$ cat src/vmseq_pkg.sv
package vmseq_pkg;
	// clock and conversion timing
	localparam int CLK_MHZ = 10;
	localparam int SINGLE_CHANNEL_CONVERT_TIME_US = 700; // one conversion, 0.7 ms
	localparam int CYCLE_TIME_US = 146500; // default pass, 146.5 ms
	localparam int SLOW_TIME_US = 240000; // slow pass, 240 ms
	localparam int SINGLE_CHANNEL_CONVERT_CYCLES_DEF = SINGLE_CHANNEL_CONVERT_TIME_US * CLK_MHZ;
	localparam int CYCLE_CYCLES_DEF = CYCLE_TIME_US * CLK_MHZ;
	localparam int SLOW_CYCLES_DEF = SLOW_TIME_US * CLK_MHZ;
	localparam int AVG_SHIFT = 4; // sixteen samples
	localparam int NCH = 7;
	localparam int CODE_W = 10;
	localparam logic [CODE_W-1:0] NOMINAL_CODE = 10'h300; // 3/4 scale

	// register offsets, channel order: 2v5, core, supply, 5v, 12v,
	// termination, current sense
	localparam logic [7:0] READ_OFS [NCH] =
		'{8'h20, 8'h21, 8'h22, 8'h23, 8'h24, 8'h1E, 8'h1D};
	localparam logic [7:0] LOW_OFS [NCH] =
		'{8'h44, 8'h46, 8'h48, 8'h4A, 8'h4C, 8'h84, 8'h85};
	localparam logic [7:0] HIGH_OFS [NCH] =
		'{8'h45, 8'h47, 8'h49, 8'h4B, 8'h4D, 8'h86, 8'h87};
	localparam logic [7:0] EXT_A_OFS = 8'h1F;
	localparam logic [7:0] EXT_B_OFS = 8'h76;
	localparam logic [7:0] EXT_C_OFS = 8'h77;
	localparam logic [7:0] CFG2_OFS = 8'h73;
	localparam logic [7:0] CFG4_OFS = 8'h7D;
	localparam logic [7:0] CFG6_OFS = 8'h10;
	localparam logic [7:0] CHSEL_OFS = 8'h55;
	localparam logic [7:0] STATUS_OFS = 8'h41;
	localparam logic [7:0] MASK_OFS = 8'h42;

	// field positions
	localparam int AVG_OFF_BIT = 4;
	localparam int BYP_ALL_BIT = 5;
	localparam int SINGLE_BIT = 6;
	localparam int SLOW_BIT = 7;
	localparam int CHSEL_LSB = 4;
	localparam int BYP_2V5_BIT = 4;
	localparam int BYP_CORE_BIT = 5;
	localparam int BYP_5V_BIT = 6;
	localparam int BYP_12V_BIT = 7;
	localparam int ATT_CHANS = 5; // channels with an attenuator

	// reset values
	localparam logic [7:0] LOW_RST = 8'h00;
	localparam logic [7:0] HIGH_RST = 8'hFF;
	localparam logic [7:0] CFG_RST = 8'h00;
	localparam logic [7:0] READ_RST = 8'h00;

	// single-channel select codes for the two extra inputs and the last voltage input
	localparam logic [3:0] SEL_TERM = 4'h8;
	localparam logic [3:0] SEL_CURR = 4'h9;
	localparam logic [3:0] SEL_VLAST = 4'h4;

	// extended-bit groups: which channels each register holds
	localparam logic [NCH-1:0] EXT_A_CH = 7'h63; // 2v5, core, term, curr
	localparam logic [NCH-1:0] EXT_B_CH = 7'h1C; // supply, 5v, 12v

	typedef struct packed {
		logic rd;
		logic wr;
		logic ara;
		logic [7:0] addr;
		logic [7:0] wdata;
	} vmseq_req_t;

	typedef enum logic [2:0] {
		ST_IDLE = 3'b001,
		ST_SINGLE_CHANNEL_CONVERT = 3'b010,
		ST_WAIT = 3'b100
	} vmseq_state_t;
endpackage

$ cat src/vmseq_top.sv
// How it works
// - one shared converter digitises all seven channels as ten-bit codes.
// - nominal supply reads as code 768; headroom above stays readable.
// - averaging on, each conversion 0.7 ms, sixteen averaged per reading.
// - reading above high or below low limit sets that channel's status.
// - unmasked out-of-limit status drives the active-low alert line.
// - reading an extended register freezes matching readings until read.
// - averaging-off bit stores single conversions, sixteen times faster.
// - averaging off, each voltage channel measures in 0.7 ms.
// - default round-robin pass takes 146.5 ms.
// - slow bit stretches the round-robin pass to 240 ms.
// - bypass-all bit removes attenuators from the five supply inputs.
// - per-channel bypass bits for 2.5 V, core, 5 V and 12 V.
// - single-channel bit replaces round-robin with one channel.
// - alert response read returns own address while alert is low.
// - status read releases alert only once the fault is gone.
// - single mode samples channel from select bits every 0.7 ms.
`timescale 1ns/100ps
`default_nettype none
module vmseq_top
	import vmseq_pkg::*;
#(
	parameter int SINGLE_CHANNEL_CONVERT_CYCLES = SINGLE_CHANNEL_CONVERT_CYCLES_DEF,
	parameter int CYCLE_CYCLES = CYCLE_CYCLES_DEF,
	parameter int SLOW_CYCLES = SLOW_CYCLES_DEF,
	parameter logic [6:0] DEV_ADDR = 7'h2E // arbitrary value
) (
	input wire logic clock,
	input wire logic rst,
	input wire vmseq_req_t req,
	input wire logic [CODE_W-1:0] adc_code,
	output logic [7:0] reg_rdata_q,
	output logic ara_ack_q,
	output logic [2:0] adc_chan_q,
	output logic adc_bypass_q,
	output logic adc_sample_q,
	output logic alert_out_q,
	output logic alert_oe_q
);
	// register storage
	logic [7:0] low_q [NCH];
	logic [7:0] high_q [NCH];
	logic [CODE_W-1:0] val_q [NCH];
	logic [NCH-1:0] lock_q;
	logic [NCH-1:0] oor_q;
	logic [NCH-1:0] status_q;
	logic [NCH-1:0] mask_q;
	logic [7:0] cfg2_q;
	logic [7:0] cfg4_q;
	logic [7:0] cfg6_q;
	logic [7:0] chsel_q;

	// sequencer state
	vmseq_state_t state_q;
	logic [22:0] single_channel_convert_cnt_q;
	logic [22:0] pass_cnt_q;
	logic [3:0] avg_n_q;
	logic [CODE_W+AVG_SHIFT-1:0] acc_q;
	logic store_q;
	logic [CODE_W-1:0] result_q;
	logic [2:0] res_ch_q;

	// finds the channel whose offset table holds an address
	function automatic logic [3:0] find_ch(input logic [7:0] a,
			input logic [7:0] tbl [NCH]);
		logic [3:0] r;
		r = 4'hF;
		for (int i = 0; i < NCH; i++) begin
			if (tbl[i] == a) begin
				r = 4'(i);
			end
		end
		return r;
	endfunction

	// maps single-channel select code to a channel index
	function automatic logic [2:0] sel_ch(input logic [3:0] s);
		logic [2:0] r;
		r = 3'h0;
		if (s <= SEL_VLAST) begin
			r = s[2:0];
		end else if (s == SEL_TERM) begin
			r = 3'h5;
		end else if (s == SEL_CURR) begin
			r = 3'h6;
		end
		return r;
	endfunction

	// packs two extended bits per channel of a group
	function automatic logic [7:0] ext_pack(input logic [NCH-1:0] grp,
			input logic [CODE_W-1:0] v [NCH]);
		logic [7:0] r;
		int k;
		r = 8'h00;
		k = 0;
		for (int i = 0; i < NCH; i++) begin
			if (grp[i]) begin
				r[k*2 +: 2] = v[i][1:0];
				k++;
			end
		end
		return r;
	endfunction

	logic avg_off;
	logic single;
	logic [22:0] pass_len;
	logic single_channel_convert_end;
	logic [3:0] rd_ch;
	logic [3:0] lo_ch;
	logic [3:0] hi_ch;
	logic [2:0] single_ch;
	logic [CODE_W+AVG_SHIFT-1:0] acc_sum;

	assign avg_off = cfg2_q[AVG_OFF_BIT];
	assign single = cfg2_q[SINGLE_BIT];
	assign single_ch = sel_ch(chsel_q[CHSEL_LSB +: 4]);
	assign rd_ch = find_ch(req.addr, READ_OFS);
	assign lo_ch = find_ch(req.addr, LOW_OFS);
	assign hi_ch = find_ch(req.addr, HIGH_OFS);
	assign single_channel_convert_end = (state_q == ST_SINGLE_CHANNEL_CONVERT) &&
		(single_channel_convert_cnt_q == 23'(SINGLE_CHANNEL_CONVERT_CYCLES - 1));
	assign acc_sum = acc_q + (CODE_W+AVG_SHIFT)'(adc_code);
	// pass length, shortened sixteenfold with averaging off
	assign pass_len = slow_len(cfg6_q[SLOW_BIT], avg_off);

	function automatic logic [22:0] slow_len(input logic slow,
			input logic aoff);
		logic [22:0] r;
		r = slow ? 23'(SLOW_CYCLES) : 23'(CYCLE_CYCLES);
		if (aoff) begin
			r = r >> AVG_SHIFT;
		end
		return r;
	endfunction

	// host writes to configuration and limit registers
	always_ff @(posedge clock) begin
		if (rst) begin
			for (int i = 0; i < NCH; i++) begin
				low_q[i] <= LOW_RST;
				high_q[i] <= HIGH_RST;
			end
			cfg2_q <= CFG_RST;
			cfg4_q <= CFG_RST;
			cfg6_q <= CFG_RST;
			chsel_q <= CFG_RST;
			mask_q <= '0;
		end else if (req.wr) begin
			if (lo_ch != 4'hF) begin
				low_q[lo_ch[2:0]] <= req.wdata;
			end
			if (hi_ch != 4'hF) begin
				high_q[hi_ch[2:0]] <= req.wdata;
			end
			case (req.addr)
				CFG2_OFS: cfg2_q <= req.wdata;
				CFG4_OFS: cfg4_q <= req.wdata;
				CFG6_OFS: cfg6_q <= req.wdata;
				CHSEL_OFS: chsel_q <= req.wdata;
				MASK_OFS: mask_q <= req.wdata[NCH-1:0];
				default: ;
			endcase
		end
	end

	// conversion sequencer: round-robin or single channel
	always_ff @(posedge clock) begin
		if (rst) begin
			state_q <= ST_IDLE;
			single_channel_convert_cnt_q <= '0;
			pass_cnt_q <= '0;
			avg_n_q <= '0;
			acc_q <= '0;
			adc_chan_q <= '0;
			adc_sample_q <= 1'b0;
			store_q <= 1'b0;
			result_q <= '0;
			res_ch_q <= '0;
		end else begin
			adc_sample_q <= single_channel_convert_end;
			store_q <= 1'b0;
			pass_cnt_q <= (pass_cnt_q >= pass_len - 23'd1) ?
				'0 : pass_cnt_q + 23'd1;
			case (state_q)
				ST_IDLE: begin
					adc_chan_q <= single ? single_ch : 3'h0;
					single_channel_convert_cnt_q <= '0;
					avg_n_q <= '0;
					acc_q <= '0;
					// idle cycle is the first cycle of the pass
					pass_cnt_q <= 23'd1;
					state_q <= ST_SINGLE_CHANNEL_CONVERT;
				end
				ST_SINGLE_CHANNEL_CONVERT: begin
					single_channel_convert_cnt_q <= single_channel_convert_end ? '0 : single_channel_convert_cnt_q + 23'd1;
					if (single_channel_convert_end) begin
						res_ch_q <= adc_chan_q;
						if (single || avg_off) begin
							result_q <= adc_code;
							store_q <= 1'b1;
						end else begin
							acc_q <= (avg_n_q == 4'hF) ? '0 : acc_sum;
							avg_n_q <= avg_n_q + 4'd1;
							if (avg_n_q == 4'hF) begin
								result_q <= acc_sum[AVG_SHIFT +: CODE_W];
								store_q <= 1'b1;
							end
						end
						if (single) begin
							adc_chan_q <= single_ch;
						end else if (avg_off || avg_n_q == 4'hF) begin
							if (adc_chan_q == 3'(NCH - 1)) begin
								state_q <= ST_WAIT;
							end else begin
								adc_chan_q <= adc_chan_q + 3'd1;
							end
						end
					end
				end
				ST_WAIT: begin
					// hold until the pass period runs out or single mode is set
					if (single || pass_cnt_q >= pass_len - 23'd1) begin
						state_q <= ST_IDLE;
					end
				end
				default: state_q <= ST_IDLE;
			endcase
		end
	end

	// attenuator bypass for the channel being converted
	always_ff @(posedge clock) begin
		if (rst) begin
			adc_bypass_q <= 1'b0;
		end else begin
			case (adc_chan_q)
				3'h0: adc_bypass_q <= cfg2_q[BYP_ALL_BIT] |
					cfg4_q[BYP_2V5_BIT];
				3'h1: adc_bypass_q <= cfg2_q[BYP_ALL_BIT] |
					cfg4_q[BYP_CORE_BIT];
				3'h2: adc_bypass_q <= cfg2_q[BYP_ALL_BIT];
				3'h3: adc_bypass_q <= cfg2_q[BYP_ALL_BIT] |
					cfg4_q[BYP_5V_BIT];
				3'h4: adc_bypass_q <= cfg2_q[BYP_ALL_BIT] |
					cfg4_q[BYP_12V_BIT];
				default: adc_bypass_q <= 1'b0;
			endcase
		end
	end

	// reading store, freeze and limit compare
	logic [NCH-1:0] status_clr;
	logic [NCH-1:0] hit;
	assign status_clr = (req.rd && req.addr == STATUS_OFS) ? ~oor_q : '0;
	assign hit = (result_q[CODE_W-1 -: 8] > high_q[res_ch_q] ||
		result_q[CODE_W-1 -: 8] < low_q[res_ch_q]) ?
		NCH'(1) << res_ch_q : '0;

	always_ff @(posedge clock) begin
		if (rst) begin
			for (int i = 0; i < NCH; i++) begin
				val_q[i] <= {READ_RST, 2'b00};
			end
			lock_q <= '0;
			oor_q <= '0;
			status_q <= '0;
		end else begin
			if (store_q && !lock_q[res_ch_q]) begin
				val_q[res_ch_q] <= result_q;
			end
			if (store_q) begin
				oor_q[res_ch_q] <= hit[res_ch_q];
			end
			// set wins over the clear from a status read
			status_q <= (status_q & ~status_clr) |
				(store_q ? hit : '0);
			if (req.rd) begin
				if (req.addr == EXT_A_OFS) begin
					lock_q <= lock_q | EXT_A_CH;
				end else if (req.addr == EXT_B_OFS) begin
					lock_q <= lock_q | EXT_B_CH;
				end else if (rd_ch != 4'hF) begin
					lock_q[rd_ch[2:0]] <= 1'b0;
				end
			end
		end
	end

	// host read data and alert response
	always_ff @(posedge clock) begin
		if (rst) begin
			reg_rdata_q <= 8'h00;
			ara_ack_q <= 1'b0;
		end else begin
			ara_ack_q <= req.ara && alert_oe_q;
			if (req.ara) begin
				reg_rdata_q <= alert_oe_q ? {DEV_ADDR, 1'b0} : 8'h00;
			end else if (req.rd) begin
				if (rd_ch != 4'hF) begin
					reg_rdata_q <= val_q[rd_ch[2:0]][CODE_W-1 -: 8];
				end else if (lo_ch != 4'hF) begin
					reg_rdata_q <= low_q[lo_ch[2:0]];
				end else if (hi_ch != 4'hF) begin
					reg_rdata_q <= high_q[hi_ch[2:0]];
				end else begin
					case (req.addr)
						EXT_A_OFS: reg_rdata_q <= ext_pack(EXT_A_CH, val_q);
						EXT_B_OFS: reg_rdata_q <= ext_pack(EXT_B_CH, val_q);
						CFG2_OFS: reg_rdata_q <= cfg2_q;
						CFG4_OFS: reg_rdata_q <= cfg4_q;
						CFG6_OFS: reg_rdata_q <= cfg6_q;
						CHSEL_OFS: reg_rdata_q <= chsel_q;
						STATUS_OFS: reg_rdata_q <= 8'(status_q);
						MASK_OFS: reg_rdata_q <= 8'(mask_q);
						default: reg_rdata_q <= 8'h00;
					endcase
				end
			end
		end
	end

	// open-drain alert: pin driven low while an unmasked flag stands
	always_ff @(posedge clock) begin
		if (rst) begin
			alert_oe_q <= 1'b0;
			alert_out_q <= 1'b0;
		end else begin
			alert_oe_q <= |(status_q & ~mask_q);
			alert_out_q <= 1'b0;
		end
	end

	// checks
	logic [CODE_W-1:0] val_now;
	assign val_now = val_q[res_ch_q];

	a_alert_follows: assert property (@(posedge clock) disable iff (rst)
		##1 alert_oe_q == |($past(status_q) & ~$past(mask_q)))
		else $error("alert does not follow flags");
	a_ara_answer: assert property (@(posedge clock) disable iff (rst)
		req.ara && alert_oe_q |=> ara_ack_q &&
			reg_rdata_q == {DEV_ADDR, 1'b0})
		else $error("alert response missing");
	a_ara_quiet: assert property (@(posedge clock) disable iff (rst)
		req.ara && !alert_oe_q |=> !ara_ack_q)
		else $error("alert response while idle");
	a_status_high: assert property (@(posedge clock) disable iff (rst)
		store_q && result_q[CODE_W-1 -: 8] > high_q[res_ch_q]
			|=> status_q[$past(res_ch_q)])
		else $error("over limit not flagged");
	a_freeze_hold: assert property (@(posedge clock) disable iff (rst)
		store_q && lock_q[res_ch_q] |=> $stable(val_now))
		else $error("frozen reading changed");
	a_store_update: assert property (@(posedge clock) disable iff (rst)
		store_q && !lock_q[res_ch_q] |=> val_now == $past(result_q))
		else $error("reading not stored");
	a_avg_sixteen: assert property (@(posedge clock) disable iff (rst)
		single_channel_convert_end && !single && !avg_off && avg_n_q != 4'hF
			|=> !store_q)
		else $error("stored before sixteen samples");
	a_sample_time: assert property (@(posedge clock) disable iff (rst)
		adc_sample_q |-> $past(single_channel_convert_cnt_q) == 23'(SINGLE_CHANNEL_CONVERT_CYCLES - 1))
		else $error("conversion time wrong");
	a_bypass_all: assert property (@(posedge clock) disable iff (rst)
		cfg2_q[BYP_ALL_BIT] && adc_chan_q < 3'(ATT_CHANS) &&
			$stable(adc_chan_q) |=> adc_bypass_q)
		else $error("attenuator not bypassed");
	a_single_chan: assert property (@(posedge clock) disable iff (rst)
		single && store_q |-> res_ch_q == $past(adc_chan_q))
		else $error("single mode channel wrong");
	a_alert_release: assert property (@(posedge clock) disable iff (rst)
		req.rd && req.addr == STATUS_OFS && !store_q
			|=> status_q == ($past(status_q) & $past(oor_q)))
		else $error("status cleared wrongly");

	c_avg_store: cover property (@(posedge clock) disable iff (rst)
		store_q && !avg_off && !single);
	c_alert_ara: cover property (@(posedge clock) disable iff (rst)
		req.ara && alert_oe_q);
	c_freeze: cover property (@(posedge clock) disable iff (rst)
		store_q && lock_q[res_ch_q]);
	c_single: cover property (@(posedge clock) disable iff (rst)
		single && store_q);
endmodule
`default_nettype wire

$ cat config.mk
export PLATFORM = sky130hd
export DESIGN_NAME = vmseq_top
export DESIGN_NICKNAME = d
export VERILOG_FILES = /design/src/vmseq_pkg.sv /design/src/vmseq_top.sv
export SDC_FILE = /design/constraint.sdc
export NUM_CORES = 1
export LEC_CHECK = 0
export BUFFER_PORTS_ARGS = -buffer_cell sky130_fd_sc_hd__buf_2
export CAP_MARGIN = 20
export CORE_ASPECT_RATIO = 0.9
export CORE_MARGIN = 10
export CORE_UTILIZATION = 45
export CTS_CLUSTER_DIAMETER = 200
export DETAILED_ROUTE_END_ITERATION = 10
export MAX_ROUTING_LAYER = met4
export PLACE_DENSITY = 0.58
export SLEW_MARGIN = 20
export SYNTH_ARGS = -nofsm -noshare
export SYNTH_HDL_FRONTEND = slang
export SYNTH_SLANG_ARGS = --single-unit
$ cat constraint.sdc
create_clock -name clock -period 3.9 [get_ports clock]
set_input_delay 0.975 -clock clock [delete_from_list [all_inputs] [get_ports clock]]
set_output_delay 0.975 -clock clock [all_outputs]
set_load 0.01 [all_outputs]
### Word-level counts from Yosys, hierarchy flattened

Memories as Yosys holds them, arrays and structs flattened. A register that Yosys moved wholly into a read port is not among the register bits.
Index checks and enable logic that the tools add are counted.

* flip-flop bits (word level): 226
* memory bits (writable): 112
* input port bits: 31
* memories: 2

* $add $sub $neg: 14
* order comparisons: 11
* eq/ne operators: 53
* shift operators: 11
* mux-type cells: 177
* bitwise gates (word level): 17
* reductions and logical operators: 35

Memories
* high_q: words 7, width 8, read ports 2, clocked after memory_dff 1, wr ports 7, RTL line vmseq_top.sv:42 `logic [7:0] high_q [NCH];`
* low_q: words 7, width 8, read ports 2, clocked after memory_dff 1, wr ports 7, RTL line vmseq_top.sv:41 `logic [7:0] low_q [NCH];`

Operators by type and width (number)
* $mux 31: 35
* $mux 8: 28
* $neg 32->33: 5
* $shift 2x33->8 const A: 5
* $shiftx 2x33->8: 5
* $add 31x2->31 const B: 3
* $mux 4: 23
* $eq 7x8->1 const A: 10
* $bwmux 70: 1
* $pmux 8 s8: 1
* $mux 3: 19
* $mux 10: 5
* $mux 7: 7
* $eq 8x7->1 const B: 6
* $add 23x1->23 const B: 2
* $pmux 23 s2: 1
* $mux 22: 2
* $mux 14: 3
* $bwmux 8: 5
* $eq 6x8->1 const A: 5
* $eq 8x8->1 const A: 4
* $bmux 10 s3: 1
* $demux 10 s3: 1
* $mux 2: 14
* 53 further kinds: 127

### Longest topological paths before layout

* depth after elaboration: 40
* mapped depth: 14
* depth with buffers taken out: 12

### Least setup slack after synthesis

OpenSTA, ideal clock, no wires.

* kind: in2reg
* from: input port req[9] in the netlist's numbering
* to: memory low_q[1][0] (enable)
* arrival time: 2.949 ns
* required time: 3.516 ns
* setup slack: 0.567 ns
* stages: 7
* buffers on the path: 4
* path through: clkbuf_1 > buf_2 > buf_1 > nand3_1 > a211o_1 > clkbuf_1 > o21ai_0

RTL lines
* from (decl): RTL line vmseq_top.sv:30 `input wire vmseq_req_t req,`
* to (decl): RTL line vmseq_top.sv:41

==> out/qor.txt <==
status: completed
Clock Path Buffers: 3
largest cells by area after synthesis: dfxtp_1 (27%), edfxtp_1 (18%), mux2i_1 (5.8%)
vias in the first global route: 14800
Post-CTS Hold Fix Bufs: 0
crit path DAT: 3.95 ns
fin. max-slew vios: 0
DRT iter0 DRCs: 1549
final setup fails: 0
antenna violations before repair: 2
synth warn: 0
gate count of the mapped netlist: 1943
Yosys reg bits: 357
Final Hold Vio Count: 0
top_reg_cell synth: dfxtp_1
Hold Path Class: register to register
LEAKAGE: 7.49 nW
die area: 49200 µm²
required time of the critical path: 4.36 ns
final period utilization: 89.6%
final setup TNS: 0 ns
Worst Slack Setup Final: 0.407 ns
dpl cells: 2508
max capacitance violation total: 0
PwrDens: 404 nW/µm²
max incr delay on CP: 0.55 ns
critical path class: register to register
Worst-Margin Slew: 0.989 ns
count leader, synth: dfxtp_1
chip height: 211 µm
drt drc: 0
area leader, netlist: dfxtp_1
CTS tree: done
RSZ-0062 raised after global routing: false
Post-synth top cells: dfxtp_1 (245), nor2_1 (229), nand2_1 (214)
Root Buffer: clkbuf_16
clk slew on worst S/H paths: 0.06 ns
Core Area: 40500 µm²
layout cells sized above 1: 13.9%
number of enable flip-flop cells after synthesis: 112
synth unique cells: 81
Final ANT Viol Nets: 0
CP endpoint kind: register
largest net degree at the start of global routing: 83
share of flip-flops with an asynchronous set or reset: 0%
DRT Pass-1 Iters: 8
switching power: 2.05 mW
worst skew pair latency: 0.58 ns
PortBufs: 45
Max IR drop VDD: 281 µV
Final nets: 2104
sequential-to-total area share from yosys stat: 45.1%
clock network power share: 46.2%
Post-CTS Resized: 0
post-synth top area share: 26.8%
Final HPWL DP: 41900 µm
DR vias: 15500
initial core utilization: 45.3%
final WL: 58600 µm
Crit-path slowest cell: dfxtp_2
Clock Skew: 0.0369 ns
minimum clock period: 3.49 ns
H-tree levels: 2
postcts setup bufs: 0
cell row count: 70
Worst setup SP type: register
Int Pwr: 6.39 mW
CTS sink cnt: 357
CP max FO: 13
via/cell ratio: 6.01
Slew HR: 33.8%
RePlAce Congestion: 0.962
Place WS: 0.316 ns
Worst path most repeated cell: buf_4
first-pass GRT wire length: 89100 µm
final-layout fill cell count: 3750
cts bufs inserted: 42
crit-path cells: buf_4, buf_4, mux4_2, mux2i_1, ha_1, o21a_1, o2111ai_1, o211ai_1, o221ai_1, buf_4, nand4_1, o31ai_1
overall power: 8.44 mW
total track usage: 24.1%
Finished Layout Cells: 2585
combinational group share of total power: 6.7%
Routed wire per std cell: 22.7 µm
Post-Syn Area: 18300 µm²
Top Ports: 47
syn avg cell area: 9.44 µm²
hold slack: 0.458 ns
Layout area overhead: 13.9%
width of the die: 233 µm
f_max: 0.286 GHz
Seq pwr share: 47.1%
Sw Share: 24.3%
Overflow after GRT: 0
## placed cells by master (no fill, tap or decap), drive strengths merged, types with 60 or more instances in the layout
master,n
dfxtp,245
nor2,229
nand2,214
buf,136
edfxtp,112
a21oi,111
mux2i,106
nand3,97
nor3,67
o21ai,63
ha,60
clkbuf,60
## critical path: cells and delay by family, from the launching register on
kind | cells | cell delay, ns
AOI/OAI and AO/OA | 5 | 0.92
adders and majority gates | 1 | 0.30
buffers and inverters | 3 | 0.74
DFF | 1 | 0.55
muxes | 2 | 0.63
and+or+nand+nor | 1 | 0.24
## power by group through the flow
stage	clock network [mW]	registers (mW)	logic, mW
floorplan	0	4.02	0.356
global placement	0	4.05	0.551
detailed placement	0	4.05	0.556
CTS	3.95	3.97	0.559
global route	4.10	3.98	0.616
finish	3.90	3.97	0.564
## registers in the layout (all words and copies together) (netlist names), 8 cells and up, named ones only
signal / flops
cfg2_q: 8
chsel_q: 8
low_q: 64
cfg6_q: 8
reg_rdata_q: 8
val_q: 70
cfg4_q: 8
single_channel_convert_cnt_q: 23
pass_cnt_q: 23
high_q: 64
result_q: 10
acc_q: 14
## layout make-up
cell class | instances | area, µm² | share of cell area [%]
Antenna cell | 1 | 2.50 | 0.0120
Clock buffer | 60 | 1180 | 5.65
Clock inverter | 16 | 170 | 0.815
Inverter | 50 | 188 | 0.898
Multi-Input combinational cell | 1425 | 9480 | 45.4
Sequential cell | 357 | 8270 | 39.6
Tap cell | 540 | 676 | 3.23
Timing Repair Buffer | 136 | 927 | 4.44
## path summary, 6_finish.rpt
| kind | startpoint | slack [ns] | cells after the start | to |
|---|---|---|---|---|
| max | register | 0.41 | 12 | oor_q[4] |
| min | cfg2_q[0] | 0.46 | 2 | cfg2_q[0] |
| min reg2reg | cfg2_q[0] | 0.46 | 2 | cfg2_q[0] |
| max reg2reg | register | 0.41 | 12 | oor_q[4] |
## per-stage QoR
stage	cell area, µm²	util (%)
after floorplan	18400	-
after global placement	19500	48.3
after detailed placement	19500	48.3
after CTS	20900	51.6
after global routing	20900	51.6
final	20900	51.6
## routing by layer
layer  part of all wire, %  vias to the layer above  wire, µm  track usage, %
li1                      -                     7234         -               -
met1                    46                     7549     26800            33.5
met2                    43                      662     25300            34.6
met3                   8.9                       91      5230            5.53
met4                   2.3                        0      1340            6.64
met5                     0                        -         0               -
## kinds of logic after synthesis
logic type / share of synthesized area, %
fa+ha+maj: 4.20
other cells: 0.0410
buf+inv: 3.86
flops: 45.1
xor+xnor: 2.05
mux: 10.8
compound gates: 14.3
simple gates: 19.6
Power figures use the tool's default switching activity.
